## src/rtl/mau_pkg.sv

```systemverilog
package mau_pkg;
    // Register addresses on the special-function-register bus.
    localparam logic [7:0] ADDR_OPERAND_A_LOW = 8'ha4;
    localparam logic [7:0] ADDR_OPERAND_A_HIGH = 8'ha5;
    localparam logic [7:0] ADDR_ARITH_STATUS = 8'hcf;
    localparam logic [7:0] ADDR_ARITH_CONFIG = 8'hd7;
    localparam logic [7:0] ADDR_OPERAND_B_HIGH = 8'hf2;
    localparam logic [7:0] ADDR_OPERAND_B_LOW_START = 8'hf1;
    localparam logic [7:0] ADDR_ACCUM_BYTE0 = 8'h93;
    localparam logic [7:0] ADDR_ACCUM_BYTE1 = 8'h94;
    localparam logic [7:0] ADDR_ACCUM_BYTE2 = 8'h95;
    localparam logic [7:0] ADDR_ACCUM_BYTE3 = 8'h96;
    localparam logic [7:0] ADDR_ACCUM_TOP_BYTE = 8'h9d;
    localparam logic [7:0] ADDR_ROUNDED_HIGH = 8'hcd;
    localparam logic [7:0] ADDR_ROUNDED_LOW = 8'hce;

    // Configuration register fields.
    localparam int CFG_OPERATION_SELECT = 0;
    localparam int CFG_FRACTIONAL_SELECT = 1;
    localparam int CFG_SATURATE_ENABLE = 2;
    localparam int CFG_CLEAR_ACCUM = 3;
    localparam int CFG_SHIFT_DIRECTION = 4;
    localparam int CFG_SHIFT_GO = 5;
    localparam logic [7:0] CFG_WRITE_MASK = 8'h3f;
    localparam logic [7:0] CFG_RESET = 8'h00;

    // Status register fields.
    localparam int STA_NEGATIVE = 0;
    localparam int STA_SOFT_OVERFLOW = 1;
    localparam int STA_ZERO = 2;
    localparam int STA_HARD_OVERFLOW = 3;
    localparam logic [3:0] STA_RESET = 4'h4;

    // Datapath widths and rounding constants.
    localparam int ACC_W = 40;
    localparam logic [15:0] ROUND_HALF = 16'h8000;
    localparam logic [15:0] SAT_POSITIVE = 16'h7fff;
    localparam logic [15:0] SAT_NEGATIVE = 16'h8000;
    localparam logic [7:0] TOP_WRAP_POS = 8'h7f;
    localparam logic [7:0] TOP_WRAP_NEG = 8'h80;
    localparam logic [7:0] BYTE_RESET = 8'h00;
endpackage

```

## src/rtl/mau_top.sv

```systemverilog
`timescale 1ns/1ps
`default_nettype none

module mau_top
    import mau_pkg::*;
(
    input wire logic clock_in,           // System clock, 10 MHz.
    input wire logic reset_n_in,         // Asynchronous reset, active low.
    input wire logic [7:0] sfr_addr_in,  // Register address.
    input wire logic sfr_wr_in,          // Write strobe, one cycle.
    input wire logic [7:0] sfr_wdata_in, // Write data.
    output logic [7:0] sfr_rdata_out     // Read data, one cycle after address.
);

    ////////////////////////////////////////////////////////////////////////
    // Register storage.

    logic [7:0] op_a_low_ff;
    logic [7:0] op_a_high_ff;
    logic [7:0] op_b_low_ff;
    logic [7:0] op_b_high_ff;
    logic [7:0] config_ff;
    logic [3:0] status_ff;
    logic [ACC_W-1:0] accum_ff;
    logic [15:0] rounded_ff;
    logic [7:0] rdata_ff;

    // Pipeline state.
    logic stage1_valid_ff;
    logic stage2_valid_ff;
    logic round_pending_ff;
    logic stage1_accumulate_ff;
    logic [ACC_W-1:0] product_ff;

    logic wr_a_low;
    logic wr_a_high;
    logic wr_b_low;
    logic wr_b_high;
    logic wr_config;
    logic wr_status;
    logic wr_acc0;
    logic wr_acc1;
    logic wr_acc2;
    logic wr_acc3;
    logic wr_top;

    assign wr_a_low = sfr_wr_in && (sfr_addr_in == ADDR_OPERAND_A_LOW);
    assign wr_a_high = sfr_wr_in && (sfr_addr_in == ADDR_OPERAND_A_HIGH);
    assign wr_b_low = sfr_wr_in && (sfr_addr_in == ADDR_OPERAND_B_LOW_START);
    assign wr_b_high = sfr_wr_in && (sfr_addr_in == ADDR_OPERAND_B_HIGH);
    assign wr_config = sfr_wr_in && (sfr_addr_in == ADDR_ARITH_CONFIG);
    assign wr_status = sfr_wr_in && (sfr_addr_in == ADDR_ARITH_STATUS);
    assign wr_acc0 = sfr_wr_in && (sfr_addr_in == ADDR_ACCUM_BYTE0);
    assign wr_acc1 = sfr_wr_in && (sfr_addr_in == ADDR_ACCUM_BYTE1);
    assign wr_acc2 = sfr_wr_in && (sfr_addr_in == ADDR_ACCUM_BYTE2);
    assign wr_acc3 = sfr_wr_in && (sfr_addr_in == ADDR_ACCUM_BYTE3);
    assign wr_top = sfr_wr_in && (sfr_addr_in == ADDR_ACCUM_TOP_BYTE);

    logic do_shift;
    logic do_clear;
    assign do_shift = config_ff[CFG_SHIFT_GO];
    assign do_clear = config_ff[CFG_CLEAR_ACCUM];

    ////////////////////////////////////////////////////////////////////////
    // Operand registers.

    always_ff @(posedge clock_in or negedge reset_n_in) begin
        if (!reset_n_in) begin
            op_a_low_ff <= BYTE_RESET;
            op_a_high_ff <= BYTE_RESET;
            op_b_low_ff <= BYTE_RESET;
            op_b_high_ff <= BYTE_RESET;
        end else begin
            if (wr_a_low) begin
                op_a_low_ff <= sfr_wdata_in;
            end
            if (wr_a_high) begin
                op_a_high_ff <= sfr_wdata_in;
            end
            if (wr_b_low) begin
                op_b_low_ff <= sfr_wdata_in;
            end
            if (wr_b_high) begin
                op_b_high_ff <= sfr_wdata_in;
            end
        end
    end

    ////////////////////////////////////////////////////////////////////////
    // Configuration register.

    // A write in the same cycle as the self-clear wins, so back-to-back
    // shift commands each produce one shift.
    always_ff @(posedge clock_in or negedge reset_n_in) begin
        if (!reset_n_in) begin
            config_ff <= CFG_RESET;
        end else if (wr_config) begin
            config_ff <= sfr_wdata_in & CFG_WRITE_MASK;
        end else begin
            config_ff[CFG_SHIFT_GO] <= 1'b0;
            config_ff[CFG_CLEAR_ACCUM] <= 1'b0;
        end
    end

    ////////////////////////////////////////////////////////////////////////
    // Stage one: multiply.

    logic signed [31:0] product_raw;
    logic [ACC_W-1:0] product_ext;

    assign product_raw = $signed({op_a_high_ff, op_a_low_ff}) *
                         $signed({op_b_high_ff, op_b_low_ff});

    // fractional results shift left one place
    always_comb begin
        product_ext = {{8{product_raw[31]}}, product_raw};
        if (config_ff[CFG_FRACTIONAL_SELECT]) begin
            product_ext = {product_ext[ACC_W-2:0], 1'b0};
        end
    end

    always_ff @(posedge clock_in or negedge reset_n_in) begin
        if (!reset_n_in) begin
            stage1_valid_ff <= 1'b0;
            stage2_valid_ff <= 1'b0;
            stage1_accumulate_ff <= 1'b0;
            product_ff <= '0;
        end else begin
            // The operand B low byte lands on the same edge that starts the
            // operation, so the multiply runs one cycle later with fresh
            // operands.
            stage1_valid_ff <= wr_b_low;
            stage2_valid_ff <= stage1_valid_ff;
            if (stage1_valid_ff) begin
                product_ff <= product_ext;
                stage1_accumulate_ff <= !config_ff[CFG_OPERATION_SELECT];
            end
        end
    end

    ////////////////////////////////////////////////////////////////////////
    // Stage two: add, accumulator and flags.

    logic [ACC_W-1:0] acc_base;
    logic [ACC_W-1:0] sum;
    logic [ACC_W-1:0] shifted;
    logic sum_soft_ovf;
    logic sum_hard_ovf;

    // cleared accumulator feeds a same-cycle add
    assign acc_base = do_clear ? '0 : accum_ff;

    assign sum = stage1_accumulate_ff ? acc_base + product_ff : product_ff;

    assign sum_soft_ovf = !((&sum[ACC_W-1:31]) || !(|sum[ACC_W-1:31]));

    // top byte wrap in accumulate mode
    assign sum_hard_ovf = stage1_accumulate_ff &&
        (((acc_base[39:32] == TOP_WRAP_POS) && (sum[39:32] == TOP_WRAP_NEG)) ||
         ((acc_base[39:32] == TOP_WRAP_NEG) && (sum[39:32] == TOP_WRAP_POS)));

    always_comb begin
        if (config_ff[CFG_SHIFT_DIRECTION]) begin
            shifted = {accum_ff[ACC_W-1], accum_ff[ACC_W-1:1]};
        end else begin
            shifted = {accum_ff[ACC_W-2:0], 1'b0};
        end
    end

    always_ff @(posedge clock_in or negedge reset_n_in) begin
        if (!reset_n_in) begin
            accum_ff <= '0;
        end else if (stage2_valid_ff) begin
            accum_ff <= sum;
        end else if (do_clear) begin
            accum_ff <= '0;
        end else if (do_shift) begin
            accum_ff <= shifted;
        end else begin
            if (wr_acc0) begin
                accum_ff[7:0] <= sfr_wdata_in;
            end
            if (wr_acc1) begin
                accum_ff[15:8] <= sfr_wdata_in;
            end
            if (wr_acc2) begin
                accum_ff[23:16] <= sfr_wdata_in;
            end
            if (wr_acc3) begin
                accum_ff[31:24] <= sfr_wdata_in;
            end
            if (wr_top) begin
                accum_ff[39:32] <= sfr_wdata_in;
            end
        end
    end

    // Status: hardware events win over a software write in the same cycle.
    always_ff @(posedge clock_in or negedge reset_n_in) begin
        if (!reset_n_in) begin
            status_ff <= STA_RESET;
        end else if (stage2_valid_ff) begin
            status_ff[STA_ZERO] <= (sum == '0);
            status_ff[STA_NEGATIVE] <= sum[ACC_W-1];
            status_ff[STA_SOFT_OVERFLOW] <= sum_soft_ovf;
            status_ff[STA_HARD_OVERFLOW] <= sum_hard_ovf ||
                (do_clear ? 1'b0 : status_ff[STA_HARD_OVERFLOW]);
        end else if (do_clear) begin
            status_ff <= STA_RESET;
        end else if (wr_status) begin
            status_ff <= sfr_wdata_in[3:0];
        end
    end

    ////////////////////////////////////////////////////////////////////////
    // Stage three: rounding and saturation.

    logic round_up;
    logic [16:0] round_sum;
    logic acc_soft_ovf;
    logic [15:0] rounded_next;

    assign round_up = (accum_ff[15:0] > ROUND_HALF) ||
                      ((accum_ff[15:0] == ROUND_HALF) && accum_ff[16]);
    assign round_sum = {1'b0, accum_ff[31:16]} + {16'h0000, round_up};

    // Overflow if the value is out of 32-bit range or rounding runs a
    // positive value past the top of the 16-bit field.
    assign acc_soft_ovf =
        !((&accum_ff[ACC_W-1:31]) || !(|accum_ff[ACC_W-1:31]))
        || (!accum_ff[ACC_W-1] && round_sum[15] && !accum_ff[31]);

    always_comb begin
        rounded_next = round_sum[15:0];
        if (config_ff[CFG_SATURATE_ENABLE] && acc_soft_ovf) begin
            rounded_next = accum_ff[ACC_W-1] ? SAT_NEGATIVE : SAT_POSITIVE;
        end
    end

    // Rounding follows the add stage, a shift, a clear, or a write of byte 0.
    always_ff @(posedge clock_in or negedge reset_n_in) begin
        if (!reset_n_in) begin
            round_pending_ff <= 1'b0;
        end else begin
            round_pending_ff <= stage2_valid_ff || do_shift ||
                                do_clear || wr_acc0;
        end
    end

    always_ff @(posedge clock_in or negedge reset_n_in) begin
        if (!reset_n_in) begin
            rounded_ff <= 16'h0000;
        end else if (round_pending_ff) begin
            rounded_ff <= rounded_next;
        end
    end

    ////////////////////////////////////////////////////////////////////////
    // Read data.

    always_ff @(posedge clock_in or negedge reset_n_in) begin
        if (!reset_n_in) begin
            rdata_ff <= BYTE_RESET;
        end else begin
            case (sfr_addr_in)
                ADDR_OPERAND_A_LOW: begin
                    rdata_ff <= op_a_low_ff;
                end
                ADDR_OPERAND_A_HIGH: begin
                    rdata_ff <= op_a_high_ff;
                end
                ADDR_OPERAND_B_LOW_START: begin
                    rdata_ff <= op_b_low_ff;
                end
                ADDR_OPERAND_B_HIGH: begin
                    rdata_ff <= op_b_high_ff;
                end
                ADDR_ARITH_CONFIG: begin
                    rdata_ff <= config_ff;
                end
                ADDR_ARITH_STATUS: begin
                    rdata_ff <= {4'h0, status_ff};
                end
                ADDR_ACCUM_BYTE0: begin
                    rdata_ff <= accum_ff[7:0];
                end
                ADDR_ACCUM_BYTE1: begin
                    rdata_ff <= accum_ff[15:8];
                end
                ADDR_ACCUM_BYTE2: begin
                    rdata_ff <= accum_ff[23:16];
                end
                ADDR_ACCUM_BYTE3: begin
                    rdata_ff <= accum_ff[31:24];
                end
                ADDR_ACCUM_TOP_BYTE: begin
                    rdata_ff <= accum_ff[39:32];
                end
                ADDR_ROUNDED_HIGH: begin
                    rdata_ff <= rounded_ff[15:8];
                end
                ADDR_ROUNDED_LOW: begin
                    rdata_ff <= rounded_ff[7:0];
                end
                default: begin
                    rdata_ff <= BYTE_RESET;
                end
            endcase
        end
    end

    assign sfr_rdata_out = rdata_ff;

endmodule // mau_top

`default_nettype wire

```

## config.mk

```make
export PLATFORM = sky130hd
export DESIGN_NAME = mau_top
export DESIGN_NICKNAME = d
export VERILOG_FILES = /design/src/rtl/mau_pkg.sv /design/src/rtl/mau_top.sv
export SDC_FILE = /design/constraint.sdc
export NUM_CORES = 1
export LEC_CHECK = 0
export BUFFER_PORTS_ARGS = -buffer_cell sky130_fd_sc_hd__buf_2
export CAP_MARGIN = 5
export CORE_AREA = 8 8 322 230
export CTS_CLUSTER_SIZE = 10
export DETAILED_ROUTE_END_ITERATION = 12
export DIE_AREA = 0 0 330 238
export PLACE_DENSITY = 0.4
export SYNTH_ARGS = -nofsm -noshare
export SYNTH_HDL_FRONTEND = slang
export SYNTH_SLANG_ARGS = --single-unit
export TNS_END_PERCENT = 50
```

## constraint.sdc

```tcl
create_clock -name clock_in -period 14.75 [get_ports clock_in]
set_input_delay 2.2125 -clock clock_in [delete_from_list [all_inputs] [get_ports clock_in]]
set_output_delay 2.2125 -clock clock_in [all_outputs]
set_load 0.01 [all_outputs]
```

==> results.yml <==
outcome:
  status: "complete, no violations"
grt:
  overflow: 0
  grt_usage_pct: 18.53
  antenna_found_initial: 2
  grt_pass1_vias: 16690
  grt_max_degree: 79
  grt_first_pass_wirelength_um: 110400
run:
  drv_cap: 0
clocking:
  numCtsBuffers: 17
  cts_num_sinks: 143
  clk_latency_ns: 0.45
  cts_setup_buffers: 0
  htreeDepth: 4
  cts_resized: 0
  cts-root-buf: "clkbuf_16"
  cts.reportedPaths.clkPinSlew_ns: 0.07
  ctsHoldBuffers: 0
  cts_buffer_depth: 2
  cts_tree: "done"
timing:
  setup_violations: 0
  max_clock_freq_ghz: 0.1351
  finalCritPeriodShare_pct: 50.17
  max-slew-margin-rel_pct: 21.44
  period_needed_ns: 7.401
  drv_slew: 0
  whs_ns: 0.5221
  fin_tns_setup_ns: 0
  setup_slack_ns: 7.349
  finalHoldViolations: 0
  rsz0062_at_grt: "false"
  worst_pin_slew_ns: 1.166
  skew_ns: 0.01164
drt:
  route.detailed.drc: 0
  post_drt_wl_per_cell_um: 22.46
  antenna_left: 0
  viasPerCell: 5.114
  wl_um: 72580
  vias: 16530
  drtPass1Iterations: 6
  drt_iter0_markers: 1536
layout:
  fin_nets: 2711
  antenna_cells: 0
  drive_gt1_share_pct: 7.633
  fin_cells: 3232
  finalInstanceArea_sq_um: 22170
  mostFrequentLayoutCell: "inv_1"
  final_cell_mix: "inv_1, fa_1, nand2_1"
  fillers: 7293
  area_delta_synth_final_pct: 8.222
  final_util_pct: 32.07
critical_path:
  crit_type: "reg2reg"
  ff2ff_setup_slack_ns: 7.35
  crit_required_ns: 15.05
  critPathMaxStageDelay_ns: 0.80
  cp_slowest_cell: "dfrtp_1"
  path_max_fanout: 18
  path_common_cell: "fa_1"
  end_kind: "flip-flop"
  worst_setup_path_start_kind: "flip-flop"
  arrival_ns: 7.70
die:
  dieArea_sq_um: 78540
  die_w_um: 330
  die_h_um: 238
  rows: 81
  start_util_pct: 29.64
  ios: 27
  core-area_sq_um: 69120
place:
  port_buffers: 26
  placed_area_sq_um: 21590
  placedCellCount: 3200
  place_ws_ns: 7.349
  gp_congestion: 0.8746
  place_hpwl_um: 57690
yosys:
  postSynthCellCount: 2350
  yosys_warnings: 0
  synth_cell_types: 80
  synth_nets: 2755
  netlist_area_sq_um: 20480
  synth_area_per_cell_sq_um: 8.717
  ys.flop_type: "dfrtp_1"
  synthArstFlopShare_pct: 100.0
  ys_seq_area_share_pct: 17.47
  ys_ff_latch: 143
  synth-edff-count: 0
worst_hold_path:
  min_path_type: "reg2reg"
power_and_ir_drop:
  power.density_nw_per_um2: 58.26
  totalPowerFinal_mw: 1.291
  p_leak_nw: 10.58
  ir_drop_uv: 84.41
synth_stat cells (5+ instances only):
library cell / n / share of area, %
inv_1: 329 / 6.0
fa_1: 263 / 26
nand2_1: 246 / 4.5
a21oi_1: 182 / 4.4
dfrtp_1: 142 / 17
and2_1: 128 / 3.9
ha_1: 123 / 7.5
nor2_1: 113 / 2.1
o21ai_0: 112 / 2.7
clkbuf_1: 111 / 2.0
mux2i_1: 71 / 3.5
xnor2_1: 62 / 2.7
mux2_2: 52 / 2.9
nor2b_1: 43 / 1.3
nand3_1: 33 / 0.81
nand2b_1: 25 / 0.76
xor2_1: 24 / 1.0
o211ai_1: 22 / 0.81
a21o_1: 19 / 0.70
nand4_1: 18 / 0.55
a221oi_1: 17 / 0.73
nor3_1: 16 / 0.39
nor4_1: 16 / 0.49
a22o_1: 15 / 0.64
a31oi_1: 15 / 0.46
and3_1: 14 / 0.43
o21bai_1: 13 / 0.48
a211oi_1: 11 / 0.40
buf_1: 8 / 0.15
a22oi_1: 7 / 0.26
o21a_1: 7 / 0.26
nor3b_1: 6 / 0.22
o22ai_1: 6 / 0.18
a31o_2: 5 / 0.21
o31ai_1: 5 / 0.18
per-layer routing:
layer  up-vias  GRT usage (%)  wire length [um]
li1       7676              -                 -
met1      8239          30.63             39000
met2       548          23.98             27080
met3        65          3.548              5148
met4         0          3.823              1350
met5         -              0                 0
cell type report:
class	instances	area [sq um]	area share (%)
clock buffers	18	439.2	1.981
clock inverters	14	142.6	0.6434
inverters	330	1239	5.588
multi-input cells	1756	15240	68.77
flip-flops and latches	143	3585	16.17
well taps	913	1142	5.153
repair buffers	58	376.6	1.699
where the power goes:
| group | internal [mW] | switching, mW | total, mW | leakage [nW] |
|---|---|---|---|---|
| combinational | 0.132 | 0.208 | 0.340 | 8.38 |
| clock | 0.243 | 0.205 | 0.448 | 0.288 |
| sequential | 0.421 | 0.0831 | 0.504 | 1.91 |
flip-flops by register name, indices dropped and copies added (netlist names), 4 cells and up:
name and count:
product_ff 33, config_ff 6, accum_ff 40, rounded_ff 16
op_b_low_ff 8, op_b_high_ff 8, status_ff 4, op_a_low_ff 8
op_a_high_ff 8, sfr_rdata_out 8
worst max-delay path: cells and delay by family (launching register included):
| family | cells | cell delay [ns] |
|---|---|---|
| simple gates | 2 | 0.27 |
| mux | 1 | 0.17 |
| compound gates | 10 | 2.31 |
| fa+ha+maj | 7 | 3.27 |
| buf+inv | 5 | 0.42 |
| flops | 1 | 0.80 |
worst paths after layout:
check / from / end / cells past startpoint
max: op_b_low_ff[1] / product_ff[31] / 25
min reg2reg: rounded_ff[15] / rounded_ff[15] / 1
min: rounded_ff[15] / rounded_ff[15] / 1
min in group asynchronous: reset_n_in / accum_ff[36] / 1
max reg2reg: op_b_low_ff[1] / product_ff[31] / 25
max in group asynchronous: reset_n_in / stage1_accumulate_ff / 2
kinds of logic after synthesis:
| kind of cell | count (synthesis) | synth area share (%) |
|---|---|---|
| and+or+nand+nor | 674 | 16.12 |
| muxes | 123 | 6.328 |
| xor gates and xnor gates | 86 | 3.677 |
| adders and majority gates | 386 | 33.22 |
| AOI/OAI and AO/OA | 487 | 14.91 |
| buffers and inverters | 451 | 8.276 |
| DFF | 143 | 17.47 |
Power figures use the tool's default switching activity.
